### src/verilog/seia_defs.svh
// Overview of operation
// Loader serial clock is system clock divided by 256
// Software may drive and read EEPROM lines directly
// Sense EEPROM presence from pulled-up select line
// Loader reads sixteen-bit words
// Load vendor, model, sub-vendor and product words
// Without EEPROM skip the load, keep working
// EEPROM usable as general storage by software
// Identification valid before host auto-configuration
// Registers occupy 2K block at host base
// Sample infrared strap at every reset kind
// Strap level copied to all four channels
// Software writes override sampled infrared bit
// Device identifier keeps default unless EEPROM loaded
// Per word: select, opcode, address, sixteen bits in
`ifndef SEIA_DEFS_SVH
`define SEIA_DEFS_SVH
`define SEIA_DIV_LAST   8'hFF
`define SEIA_DIV_RISE   8'h80
`define SEIA_CMD_BITS   5'd8
`define SEIA_DATA_BITS  5'd15
`define SEIA_START_BIT  1'b1
`define SEIA_READ_OP    2'b10
`define SEIA_ADDR_PAD   4'h0
`define SEIA_LAST_WORD  2'd3
`define SEIA_W_VENDOR   2'd0
`define SEIA_W_DEVICE   2'd1
`define SEIA_W_SUBVEN   2'd2
`define SEIA_W_SUBSYS   2'd3
`define SEIA_STRAP_WAIT 2'd3
`define SEIA_STRAP_TAKE 2'd1
`define SEIA_BAR_HI     31
`define SEIA_BAR_LO     11
`define SEIA_BAR_ZERO   11'h000
`define SEIA_LOAD_MAX   16'd30000
`endif

### src/verilog/seia_pkg.sv
`default_nettype none
package seia_pkg;
    typedef struct packed {
        logic en;
        logic sck;
        logic cs;
        logic di;
    } seia_man_t;

    typedef struct packed {
        logic [15:0] device;
        logic [15:0] vendor;
        logic [15:0] subsys;
        logic [15:0] subven;
    } seia_id_t;

    typedef enum logic [2:0] {
        st_sense,
        st_sel,
        st_cmd,
        st_data,
        st_gap,
        st_done
    } seia_st_t;
endpackage
`default_nettype wire

### src/verilog/seia_sync.sv
`default_nettype none
module seia_sync (
    input  wire logic clk_sys,
    input  wire logic rst,
    input  wire logic din,
    output logic      dout
);
    logic meta_ff;

    always_ff @(posedge clk_sys or posedge rst) begin
        if (rst) begin
            meta_ff <= 1'b0;
            dout    <= 1'b0;
        end else begin
            meta_ff <= din;
            dout    <= meta_ff;
        end
    end
endmodule
`default_nettype wire

### src/verilog/seia_top.sv
`include "seia_defs.svh"
`default_nettype none
module seia_top #(
    parameter logic [15:0] DEF_VENDOR = 16'h1111, // Arbitrary value
    parameter logic [15:0] DEF_DEVICE = 16'h2222, // Arbitrary value
    parameter logic [15:0] DEF_SUBVEN = 16'h0000,
    parameter logic [15:0] DEF_SUBSYS = 16'h0000
) (
    input  wire logic                clk_sys,
    input  wire logic                rst,
    input  wire logic                soft_rst,
    input  wire seia_pkg::seia_man_t man_ctl,
    output logic                     man_read_data,
    output logic                     eeprom_serial_clock,
    output logic                     eeprom_select_o,
    output logic                     eeprom_select_oe_n,
    input  wire logic                eeprom_select_i,
    output logic                     eeprom_write_line,
    input  wire logic                eeprom_read_line,
    output seia_pkg::seia_id_t       id_words,
    output logic                     id_valid,
    output logic                     eeprom_present,
    input  wire logic                infrared_strap_pin,
    input  wire logic [3:0]          mcr_ir_wr,
    input  wire logic [3:0]          mcr_ir_wdata,
    output logic [3:0]               mcr_ir_mode,
    input  wire logic                bar_wr,
    input  wire logic [31:0]         bar_wdata,
    input  wire logic [31:0]         mem_addr,
    output logic [31:0]              bar_value,
    output logic                     mem_hit
);
    import seia_pkg::*;

    seia_st_t    st_ff;
    logic [7:0]  div_ff;
    logic [1:0]  word_ff;
    logic [4:0]  cnt_ff;
    logic [8:0]  cmd_ff;
    logic [15:0] shin_ff;
    logic [15:0] idw_ff [4];
    logic        present_ff;
    logic [1:0]  pend_ff;
    logic [20:0] bar_ff;
    logic [15:0] load_cnt_ff;
    logic        cs_s;
    logic        rd_s;
    logic        strap_s;
    logic        fall_tick;
    logic        ld_sck;
    logic        ld_cs;
    logic        ld_di;
    logic [15:0] word_in;

    seia_sync u_sync_cs (
        .clk_sys (clk_sys),
        .rst     (rst),
        .din     (eeprom_select_i),
        .dout    (cs_s)
    );
    seia_sync u_sync_rd (
        .clk_sys (clk_sys),
        .rst     (rst),
        .din     (eeprom_read_line),
        .dout    (rd_s)
    );
    seia_sync u_sync_ir (
        .clk_sys (clk_sys),
        .rst     (rst),
        .din     (infrared_strap_pin),
        .dout    (strap_s)
    );

    // Free-running divider; serial clock high in upper half
    always_ff @(posedge clk_sys or posedge rst) begin
        if (rst) begin
            div_ff <= 8'h00;
        end else if (soft_rst) begin
            div_ff <= 8'h00;
        end else begin
            div_ff <= div_ff + 8'h01;
        end
    end

    assign fall_tick = (div_ff == `SEIA_DIV_LAST);
    assign word_in   = {shin_ff[14:0], rd_s};

    // Loader sequence; bits change and are sampled on falling edges
    always_ff @(posedge clk_sys or posedge rst) begin
        if (rst) begin
            st_ff      <= st_sense;
            word_ff    <= 2'd0;
            cnt_ff     <= 5'd0;
            cmd_ff     <= 9'h000;
            shin_ff    <= 16'h0000;
            present_ff <= 1'b0;
        end else if (soft_rst) begin
            st_ff      <= st_sense;
            word_ff    <= 2'd0;
            cnt_ff     <= 5'd0;
            present_ff <= 1'b0;
        end else if (fall_tick) begin
            case (st_ff)
                st_sense: begin
                    present_ff <= cs_s;
                    st_ff      <= cs_s ? st_sel : st_done;
                end
                st_sel: begin
                    cmd_ff <= {`SEIA_START_BIT, `SEIA_READ_OP, `SEIA_ADDR_PAD, word_ff};
                    cnt_ff <= `SEIA_CMD_BITS;
                    st_ff  <= st_cmd;
                end
                st_cmd: begin
                    if (cnt_ff == 5'd0) begin
                        cnt_ff <= `SEIA_DATA_BITS;
                        st_ff  <= st_data;
                    end else begin
                        cmd_ff <= {cmd_ff[7:0], 1'b0};
                        cnt_ff <= cnt_ff - 5'd1;
                    end
                end
                st_data: begin
                    shin_ff <= word_in;
                    if (cnt_ff == 5'd0) begin
                        if (word_ff == `SEIA_LAST_WORD) begin
                            st_ff <= st_done;
                        end else begin
                            word_ff <= word_ff + 2'd1;
                            st_ff   <= st_gap;
                        end
                    end else begin
                        cnt_ff <= cnt_ff - 5'd1;
                    end
                end
                st_gap: begin
                    st_ff <= st_sel;
                end
                st_done: begin
                    st_ff <= st_done;
                end
                default: begin
                    st_ff <= st_done;
                end
            endcase
        end
    end

    // Identification words; defaults stay when nothing is loaded
    always_ff @(posedge clk_sys or posedge rst) begin
        if (rst) begin
            idw_ff[`SEIA_W_VENDOR] <= DEF_VENDOR;
            idw_ff[`SEIA_W_DEVICE] <= DEF_DEVICE;
            idw_ff[`SEIA_W_SUBVEN] <= DEF_SUBVEN;
            idw_ff[`SEIA_W_SUBSYS] <= DEF_SUBSYS;
        end else if (soft_rst) begin
            idw_ff[`SEIA_W_VENDOR] <= DEF_VENDOR;
            idw_ff[`SEIA_W_DEVICE] <= DEF_DEVICE;
            idw_ff[`SEIA_W_SUBVEN] <= DEF_SUBVEN;
            idw_ff[`SEIA_W_SUBSYS] <= DEF_SUBSYS;
        end else if (fall_tick && st_ff == st_data && cnt_ff == 5'd0) begin
            idw_ff[word_ff] <= word_in;
        end
    end

    assign id_words.vendor = idw_ff[`SEIA_W_VENDOR];
    assign id_words.device = idw_ff[`SEIA_W_DEVICE];
    assign id_words.subven = idw_ff[`SEIA_W_SUBVEN];
    assign id_words.subsys = idw_ff[`SEIA_W_SUBSYS];
    assign eeprom_present  = present_ff;

    always_ff @(posedge clk_sys or posedge rst) begin
        if (rst) begin
            id_valid <= 1'b0;
        end else begin
            id_valid <= (st_ff == st_done) && !soft_rst;
        end
    end

    assign ld_sck = ((st_ff == st_cmd) || (st_ff == st_data)) && div_ff[7];
    assign ld_cs  = (st_ff == st_sel) || (st_ff == st_cmd) || (st_ff == st_data);
    assign ld_di  = (st_ff == st_cmd) && cmd_ff[8];

    // Pin drivers; manual control takes the lines from the loader
    always_ff @(posedge clk_sys or posedge rst) begin
        if (rst) begin
            eeprom_serial_clock <= 1'b0;
            eeprom_select_o     <= 1'b0;
            eeprom_select_oe_n  <= 1'b1;
            eeprom_write_line   <= 1'b0;
        end else if (man_ctl.en) begin
            eeprom_serial_clock <= man_ctl.sck;
            eeprom_select_o     <= man_ctl.cs;
            eeprom_select_oe_n  <= 1'b0;
            eeprom_write_line   <= man_ctl.di;
        end else begin
            eeprom_serial_clock <= ld_sck;
            eeprom_select_o     <= ld_cs;
            eeprom_select_oe_n  <= (st_ff == st_sense);
            eeprom_write_line   <= ld_di;
        end
    end

    assign man_read_data = rd_s;

    // Strap capture after reset release once the synchroniser is settled
    always_ff @(posedge clk_sys or posedge rst) begin
        if (rst) begin
            pend_ff <= `SEIA_STRAP_WAIT;
        end else if (soft_rst) begin
            pend_ff <= `SEIA_STRAP_WAIT;
        end else if (pend_ff != 2'd0) begin
            pend_ff <= pend_ff - 2'd1;
        end
    end

    always_ff @(posedge clk_sys or posedge rst) begin
        if (rst) begin
            mcr_ir_mode <= 4'h0;
        end else if (pend_ff == `SEIA_STRAP_TAKE) begin
            mcr_ir_mode <= {4{strap_s}};
        end else if (pend_ff == 2'd0) begin
            mcr_ir_mode <= (mcr_ir_mode & ~mcr_ir_wr) | (mcr_ir_wdata & mcr_ir_wr);
        end
    end

    always_ff @(posedge clk_sys or posedge rst) begin
        if (rst) begin
            bar_ff <= 21'h000000;
        end else if (bar_wr) begin
            bar_ff <= bar_wdata[`SEIA_BAR_HI:`SEIA_BAR_LO];
        end
    end

    assign bar_value = {bar_ff, `SEIA_BAR_ZERO};
    assign mem_hit   = (mem_addr[`SEIA_BAR_HI:`SEIA_BAR_LO] == bar_ff);

    always_ff @(posedge clk_sys or posedge rst) begin
        if (rst) begin
            load_cnt_ff <= 16'h0000;
        end else if (soft_rst) begin
            load_cnt_ff <= 16'h0000;
        end else if (!id_valid && load_cnt_ff != `SEIA_LOAD_MAX) begin
            load_cnt_ff <= load_cnt_ff + 16'h0001;
        end
    end
endmodule
`default_nettype wire

### config.mk
export PLATFORM = sky130hd
export DESIGN_NAME = seia_top
export DESIGN_NICKNAME = d
export VERILOG_FILES = /design/src/verilog/seia_pkg.sv /design/src/verilog/seia_sync.sv /design/src/verilog/seia_top.sv
export VERILOG_INCLUDE_DIRS = /design/src /design/src/verilog
export SDC_FILE = /design/constraint.sdc
export NUM_CORES = 1
export LEC_CHECK = 0
export BUFFER_PORTS_ARGS = -buffer_cell sky130_fd_sc_hd__buf_2
export CELL_PAD_IN_SITES_DETAIL_PLACEMENT = 0
export CELL_PAD_IN_SITES_GLOBAL_PLACEMENT = 2
export CORE_UTILIZATION = 33
export CTS_BUF_LIST = sky130_fd_sc_hd__clkbuf_16
export CTS_CLUSTER_DIAMETER = 30
export DETAILED_ROUTE_END_ITERATION = 6
export PLACE_DENSITY_LB_ADDON = 0.1
export SETUP_SLACK_MARGIN = 0.02
export SYNTH_ARGS = -nofsm -noshare
export SYNTH_HDL_FRONTEND = slang
export SYNTH_SLANG_ARGS = --single-unit
### constraint.sdc
create_clock -name clk_sys -period 5.8 [get_ports clk_sys]
set_input_delay 0.29 -clock clk_sys [delete_from_list [all_inputs] [get_ports clk_sys]]
set_output_delay 0.29 -clock clk_sys [all_outputs]
set_load 0.005 [all_outputs]
==> run summary, run 1 <==
R2R depth = 6
NumNets Final = 795
# diodes = 0
buffers added on ports = 157
global-route wire length before repair = 24.27 mm
total CTS buffers = 17
crit-path cells = inv_1, ha_1, or4b_1, nor4_4, and2_1, mux2i_1
number of max-cap violations = 0
cells after synthesis = 551
Slew headroom = 31.84%
final RePlAce weighted congestion = 0.7494
CTS sink cnt = 145
Pwr per Cell Area = 296.1 nW/um^2
endpoint type of the worst setup path = flip-flop
row count = 51
layout cells sized above 1 = 34.59%
initial antenna violation count = 0
clk_skew = 0.008978 ns
clk_lat worst skew = 0.42 ns
setup TNS = 0 ns
crit path DAT = 3.68 ns
Detail Route Antenna Nets = 0
Slew @ Worst Pin = 1.022 ns
final-report max-slew violation count = 0
most frequent cells in the layout = buf_2 (157), dfrtp_1 (134), nand2b_1 (75)
hold_sp = man_ctl[3]
final WL = 15.57 mm
Reg-to-Reg Start = cnt_ff[0]$_DFFE_PP0P_
unrepaired setup endpoints after global routing = no
slowest stage delay, CP = 0.92 ns
most common library cell in the layout ignoring fill and taps = buf_2
Worst Path Required = 6.13 ns
Max Clk Rate = 298.3 MHz
Worst VDD drop = 203.4 uV
Worst Setup Start Kind = flip-flop
Iter 0 DRT Violations = 182
area of the core = 19650 sq um
vias in the first global route = 4478
Die Width = 144.1 um
Clock Pin Slew Worst Setup and Hold Paths = 0.06 ns
Yosys Warn Count = 0
Util after Layout = 42.22%
Final Hold Vio Count = 0
vias = 4511
Die ar. = 20760 sq um
vias per inst = 4.594
CP max-delay cell = and2_1
Area growth syn-to-layout = 24.57%
DP Cell Count = 946
dpl ws = 2.417 ns
syn avg cell area = 12.09 sq um
end of the critical path = id_words[20]$_DFFE_PP0P_
Overall Global Routing Usage = 15.40%
Netlist Area Pre-Place = 6661 sq um
Root Buffer = clkbuf_16
status = finished, final reports clean
kind of critical path = flip-flop to flip-flop
final setup violating endpoints = 0
CTS max path bufs = 2
total power = 2.457 mW
Setup crit start = cnt_ff[0]$_DFFE_PP0P_
drt first pass iters = 4
pin count of the biggest net entering global routing = 103
post-layout min period = 3.353 ns
Avg WL per Cell = 15.85 um
Max FO, Critical Path = 19
final instance area = 8298 sq um
Ports = 191
Initial Util = 33.89%
grt ovf = 0
Pleak = 4.149 nW
Fin Hold WS = 0.07846 ns
Die H = 144.1 um
#FFs+latches synth = 145
Placed Area = 7617 sq um
post-synthesis cell type count = 45
CTS tree = done
non-filler instance count after layout = 982
DP Wirelength = 10.51 mm
CTS H-tree lvls = 4
post-synthesis sequential area ratio = 54.68%
final worst-path cycle share = 57.81%
drc violations = 0
postcts setup bufs = 0
Hold WC Path Type = input pin to flip-flop
Worst Setup Slack, final = 2.447 ns
worst flop-to-flop path endpoint = id_words[20]$_DFFE_PP0P_
R2R Setup Slk = 2.45 ns
==> sequential cells by signal, summed over array words and instances, names as in the netlist, 2 cells and up, named ones only <==
| register | cells |
|---|---|
| st_ff | 3 |
| word_ff | 2 |
| cnt_ff | 5 |
| id_words | 64 |
| pend_ff | 2 |
| cmd_ff | 9 |
| shin_ff | 15 |
| bar_ff | 21 |
| div_ff | 8 |
==> worst min path at each step <==
stage,to,slack [ns],cells past startpoint
finish,eeprom_select_oe_n$_DFF_PP1_,0.08,2
global route,bar_ff[9]$_DFFE_PP0P_,0.09,2
CTS,eeprom_select_oe_n$_DFF_PP1_,0.07,2
detailed placement,u_sync_rd.dout$_DFF_PP0_,0.34,0
global placement,u_sync_rd.dout$_DFF_PP0_,0.33,0
floorplan,u_sync_cs.meta_ff$_DFF_PP0_,0.32,0
==> what timing repair did <==
item	4_1_cts	5_1_grt
resized for setup	0	0
hold buffers	4	0
endpoints found under the hold margin	4	0
endpoints found under the setup margin	0	0
==> where the power goes <==
| part | leakage [nW] | internal, mW | switching [mW] |
|---|---|---|---|
| registers | 1.88 | 1.05 | 0.0243 |
| logic | 1.96 | 0.0952 | 0.0950 |
| clock network | 0.300 | 0.760 | 0.430 |
==> cells by family (layout without fill, tap and decap cells) <==
kind of cell,Yosys count,in the layout,share of synthesized area [%]
compound gates,59,59,6.236
xor+xnor,27,27,3.550
fa+ha+maj,8,8,1.503
buf+inv,52,208,4.020
flops,145,145,54.68
mux,103,103,16.25
other cells,1,11,0.05629
simple gates,156,156,13.71
==> synth_stat cells (all sizes together) <==
cell type | instances | share of area (%)
a21oi | 14 | 1.1
mux2i | 62 | 9.3
or3 | 3 | 0.28
dfrtp | 134 | 50
nor4 | 7 | 0.88
o21ai | 8 | 0.60
o2111ai | 1 | 0.13
xnor2 | 6 | 0.79
nand4 | 5 | 0.47
buf | 20 | 2.2
conb | 1 | 0.056
nor2b | 5 | 0.47
a21o | 2 | 0.23
or2 | 2 | 0.19
a21boi | 12 | 1.4
ha | 8 | 1.5
nand2b | 75 | 7.0
nand3 | 6 | 0.45
o2111a | 1 | 0.17
inv | 13 | 0.73
nor3 | 7 | 0.70
mux2 | 41 | 6.9
a41o | 1 | 0.15
nor2 | 19 | 1.1
nor3b | 2 | 0.23
dfstp | 11 | 4.3
or4b | 1 | 0.15
o21a | 2 | 0.23
nand4b | 1 | 0.13
clkbuf | 19 | 1.1
xor2 | 21 | 2.8
and3 | 1 | 0.094
nand2 | 18 | 1.2
a311oi | 5 | 0.66
a22o | 1 | 0.13
o31ai | 2 | 0.23
nand3b | 1 | 0.11
and2 | 3 | 0.28
a211o | 10 | 1.3
==> cell type report <==
| class | count | area (sq um) |
|---|---|---|
| flip-flops and latches | 145 | 3642 |
| inverters | 13 | 53.80 |
| clock buffers | 17 | 425.4 |
| multi-input cells | 364 | 2789 |
| well taps | 265 | 331.6 |
| repair buffers | 163 | 840.8 |
| fillers | 1916 | 11360 |
| clock inverters | 15 | 215.2 |
==> metal layers <==
| layer | routed length, um | track usage [%] | vias up |
|---|---|---|---|
| met5 | 0 | 0 | - |
| met4 | 176 | 5.039 | 0 |
| met3 | 836 | 3.841 | 12 |
| met2 | 7358 | 24.66 | 115 |
| met1 | 7196 | 20.29 | 2199 |
| li1 | - | - | 2185 |
==> critical path, delay by kind of cell (launching register included) <==
family / cells / cell delay [ns]
and+or+nand+nor: 3 / 2.32
DFF: 1 / 0.39
muxes: 1 / 0.29
adders and majority gates: 1 / 0.17
buffers and inverters: 1 / 0.08
No activity file was read; power rests on OpenSTA's default activity.
==> inputs of run 2 (changes only) <==
--- a/config.mk
+++ b/config.mk
@@ -9,7 +9,7 @@
 export BUFFER_PORTS_ARGS = -buffer_cell sky130_fd_sc_hd__buf_2
 export CELL_PAD_IN_SITES_DETAIL_PLACEMENT = 0
 export CELL_PAD_IN_SITES_GLOBAL_PLACEMENT = 2
-export CORE_UTILIZATION = 33
+export CORE_UTILIZATION = 30
 export CTS_BUF_LIST = sky130_fd_sc_hd__clkbuf_16
 export CTS_CLUSTER_DIAMETER = 30
 export DETAILED_ROUTE_END_ITERATION = 6
==> constraint.sdc (replaced) <==
create_clock -name clk_sys -period 2.7 [get_ports clk_sys]
set_input_delay 0.135 -clock clk_sys [delete_from_list [all_inputs] [get_ports clk_sys]]
set_output_delay 0.135 -clock clk_sys [all_outputs]
set_load 0.005 [all_outputs]
==> run 2 against run 1 <==
  * Die area up 9.9%
  * Setup slack worse by 2.1 ns
  * Sequential cell count unchanged
  * Utilization down 2.0 points
  * Critical path depth up 1
  * Sequential power up 110%
  * Clock skew up 0.0025 ns
  * Cell count up 6.6%
  * Non-clock buffer count up 50
  * Fmax up 42%
  * Worst hold slack better by 0.080 ns
  * Global-route usage down 0.95 points
==> run summary, run 2 (same netlist as run 1, synthesis figures left out) <==
Ports = 191
grt ovf = 0
crit-path cells = inv_1, ha_1, or4b_1, nor4_4, and2_1, buf_4, mux2i_1
CTS tree = done
Avg WL per Cell = 15.28 um
max reg flops = 64
Util after Layout = 40.20%
Root Buffer = clkbuf_16
Clock Pin Slew Worst Setup and Hold Paths = 0.07 ns
Die H = 151.0 um
Detail Route Antenna Nets = 0
area of the core = 21820 sq um
endpoint type of the worst setup path = flip-flop
initial antenna violation count = 0
layout cells sized above 1 = 34.55%
Slew @ Worst Pin = 0.5131 ns
Worst VDD drop = 314.9 uV
global-route wire length before repair = 25.05 mm
clk_lat worst skew = 0.42 ns
final setup violating endpoints = 0
Pwr per Cell Area = 598.3 nW/um^2
final worst-path cycle share = 87.54%
most frequent cells in the layout = buf_2 (157), dfrtp_1 (134), nand2b_1 (75)
CTS sink cnt = 145
total CTS buffers = 17
Iter 0 DRT Violations = 133
setup TNS = 0 ns
final RePlAce weighted congestion = 0.7583
status = finished, final reports clean
buffers added on ports = 157
Worst Setup Slack, final = 0.3364 ns
Fin Hold WS = 0.1580 ns
DP Wirelength = 10.73 mm
Top delay family on crit path = simple AND/OR/NAND/NOR gates
Pleak = 4.377 nW
R2R Setup Slk = 0.34 ns
drc violations = 0
row count = 54
CTS H-tree lvls = 4
crit path DAT = 2.71 ns
vias in the first global route = 4825
# diodes = 0
cts repair resizes = 0
post-layout min period = 2.364 ns
Die Width = 151.0 um
vias per inst = 4.544
Max FO, Critical Path = 14
drt first pass iters = 4
dpl ws = 0.3145 ns
Worst Path Required = 3.04 ns
clk_skew = 0.01146 ns
final WL = 16.00 mm
Max Clk Rate = 423.1 MHz
pin count of the biggest net entering global routing = 90
kind of critical path = flip-flop to flip-flop
final-report max-slew violation count = 0
Overall Global Routing Usage = 14.45%
Initial Util = 30.52%
NumNets Final = 845
vias = 4758
Hold WC Path Type = input pin to flip-flop
CP max-delay cell = or4b_1
crit path buf inv count = 2
Slew headroom = 65.72%
slowest stage delay, CP = 0.51 ns
most common library cell in the layout ignoring fill and taps = buf_2
Final Hold Vio Count = 0
Die ar. = 22800 sq um
unrepaired setup endpoints after global routing = no
CTS max path bufs = 2
number of max-cap violations = 0
Worst Setup Start Kind = flip-flop
Area growth syn-to-layout = 31.71%
[run 2: layer usage]
metal / vias up / GRT usage (%) / share of wire (%)
met5: - / 0 / 0
met4: 0 / 5.700 / 1.6
met3: 20 / 3.012 / 5.2
met2: 140 / 22.64 / 45
met1: 2310 / 19.45 / 49
li1: 2288 / - / -
[run 2: layout make-up]
class	instances	area, sq um
clock buffers	17	425.4
clock inverters	15	185.2
fillers	2117	13050
inverters	13	52.55
multi-input cells	364	2789
flip-flops and latches	145	3642
well taps	280	350.3
repair buffers	213	1329
[run 2: through the flow]
stage	power [mW]	area (sq um)	cells
2_1_floorplan	2.606	6703	561
3_3_place_gp	2.763	7772	976
3_5_place_dp	2.774	7772	976
4_1_cts	5.348	8773	1047
5_1_grt	5.512	8773	1047
6_report	5.250	8773	1047
[run 2: worst paths after layout]
kind                       cells after the start                         end                        start
min in group asynchronous                      4  eeprom_present$_DFFE_PP0P_                          rst
max in group asynchronous                      4    id_words[15]$_DFFE_PP0P_                          rst
max                                            7    id_words[19]$_DFFE_PP0P_        cnt_ff[0]$_DFFE_PP0P_
max reg2reg                                    7    id_words[19]$_DFFE_PP0P_        cnt_ff[0]$_DFFE_PP0P_
min                                            2         div_ff[2]$_DFF_PP0_                     soft_rst
min reg2reg                                    0    u_sync_cs.dout$_DFF_PP0_  u_sync_cs.meta_ff$_DFF_PP0_
[run 2: repair_timing]
| action | 4_1_cts | 5_1_grt |
|---|---|---|
| buffers inserted | 0 | 0 |
| hold endpoints to repair | 166 | 0 |
| hold buffers | 39 | 0 |
[run 2: power by group]
group,total [mW],switching (mW),internal [mW]
sequential,2.31,0.0537,2.26
clock,2.44,1.10,1.34
combinational,0.498,0.220,0.279
==> inputs of run 3 (changes only) <==
--- a/config.mk
+++ b/config.mk
@@ -13,6 +13,8 @@
 export CTS_BUF_LIST = sky130_fd_sc_hd__clkbuf_16
 export CTS_CLUSTER_DIAMETER = 30
 export DETAILED_ROUTE_END_ITERATION = 6
+export HOLD_SLACK_MARGIN = 0.06
+export MAX_ROUTING_LAYER = met4
 export PLACE_DENSITY_LB_ADDON = 0.1
 export SETUP_SLACK_MARGIN = 0.02
 export SYNTH_ARGS = -nofsm -noshare
==> run 3 against run 2 <==
  * Sequential power is essentially flat
  * Power is essentially flat
  * Worst hold slack lost 0.0075 ns
  * Die area is the same
  * Wire length grew 0.17%
  * Critical path type unchanged
  * Highest routed layer unchanged
==> run summary, run 3 (same netlist as run 1, synthesis figures left out) <==
status = finished, final reports clean
Worst VDD drop = 316.3 uV
max reg flops = 64
grt ovf = 0
CTS max path bufs = 2
final setup violating endpoints = 0
unrepaired setup endpoints after global routing = no
number of max-cap violations = 0
Hold WC Path Type = input pin to flip-flop
Ports = 191
Root Buffer = clkbuf_16
CTS H-tree lvls = 4
Clock Pin Slew Worst Setup and Hold Paths = 0.07 ns
Initial Util = 30.52%
area of the core = 21820 sq um
Detail Route Antenna Nets = 0
# diodes = 0
Die Width = 151.0 um
vias per inst = 4.541
setup TNS = 0 ns
Worst Path Required = 3.04 ns
most frequent cells in the layout = buf_2 (157), dfrtp_1 (134), nand2b_1 (75)
Worst Setup Start Kind = flip-flop
drc violations = 0
slowest stage delay, CP = 0.51 ns
Slew @ Worst Pin = 0.5112 ns
pin count of the biggest net entering global routing = 90
Util after Layout = 40.20%
Area growth syn-to-layout = 31.71%
final worst-path cycle share = 88.56%
global-route wire length before repair = 25.06 mm
final instance area = 8773 sq um
crit path DAT = 2.74 ns
vias = 4754
total power = 5.252 mW
Final Hold Vio Count = 0
Placed Area = 7772 sq um
Avg WL per Cell = 15.31 um
clk_skew = 0.01451 ns
CP max-delay cell = or4b_1
final WL = 16.03 mm
Overall Global Routing Usage = 14.91%
Slew headroom = 65.92%
post-layout min period = 2.391 ns
endpoint type of the worst setup path = flip-flop
drt first pass iters = 4
total CTS buffers = 17
postcts setup bufs = 0
DP Cell Count = 976
row count = 54
crit-path cells = inv_1, ha_1, or4b_1, nor4_4, and2_1, buf_4, mux2i_1
vias in the first global route = 4815
Pleak = 4.377 nW
clk_lat worst skew = 0.42 ns
CTS tree = done
final-report max-slew violation count = 0
Die ar. = 22800 sq um
layout cells sized above 1 = 34.55%
non-filler instance count after layout = 1047
NumNets Final = 845
Iter 0 DRT Violations = 137
CTS sink cnt = 145
Max Clk Rate = 418.2 MHz
Max FO, Critical Path = 14
initial antenna violation count = 0
most common library cell in the layout ignoring fill and taps = buf_2
kind of critical path = flip-flop to flip-flop
Die H = 151.0 um
final RePlAce weighted congestion = 0.7682
Pwr per Cell Area = 598.6 nW/um^2
buffers added on ports = 157
DP Wirelength = 10.73 mm
-- run 3: cell counts in the layout (fill, tap and decap cells not counted) --
Identical to the previous run, type by type.
-- run 3: metal layers --
metal	track usage, %	part of all wire (%)
met5	-	0
met4	5.700	1.7
met1	19.83	50
met3	2.741	4.5
met2	22.50	44
-- run 3: through the flow --
step	hold WS, ns	worst slack [ns]
floorplan	0.1664	0.5053
global placement	0.2435	0.3760
detailed placement	0.2477	0.3145
CTS	0.1393	0.3090
global route	0.1639	0.1314
finish	0.1505	0.3088
-- run 3: area by class of cell --
cell class              count  area (sq um)
clock inverters            15         185.2
repair buffers            213          1329
well taps                 280         350.3
clock buffers              17         425.4
fillers                  2117         13050
inverters                  13         52.55
multi-input cells         364          2789
flip-flops and latches    145          3642
-- run 3: power by group --
part           total (mW)  internal, mW  switching (mW)
registers            2.31          2.26          0.0538
clock network        2.44          1.34            1.10
logic               0.499         0.279           0.220
-- run 3: worst paths after layout --
kind | startpoint | to | slack (ns) | cells after the start
setup / recovery | cnt_ff[0]$_DFFE_PP0P_ | id_words[19]$_DFFE_PP0P_ | 0.31 | 7
hold / removal | soft_rst | div_ff[2]$_DFF_PP0_ | 0.15 | 2
setup reg to reg | cnt_ff[0]$_DFFE_PP0P_ | id_words[19]$_DFFE_PP0P_ | 0.31 | 7
hold reg to reg | u_sync_cs.meta_ff$_DFF_PP0_ | u_sync_cs.dout$_DFF_PP0_ | 0.35 | 0
max in group asynchronous | rst | pend_ff[1]$_DFFE_PP1P_ | 1.87 | 4
min in group asynchronous | rst | eeprom_present$_DFFE_PP0P_ | 0.36 | 4
-- run 3: critical path, delay by kind of cell, from the launching register on --
kind	cells	cell delay, ns
and+or+nand+nor	3	1.11
adders and majority gates	1	0.18
DFF	1	0.40
buffers and inverters	2	0.38
muxes	1	0.24
-- run 3: timing repair --
| action | CTS | global route |
|---|---|---|
| hold buffers | 39 | 0 |
| gates resized for setup | 0 | 0 |
| endpoints found under the hold margin | 166 | 0 |
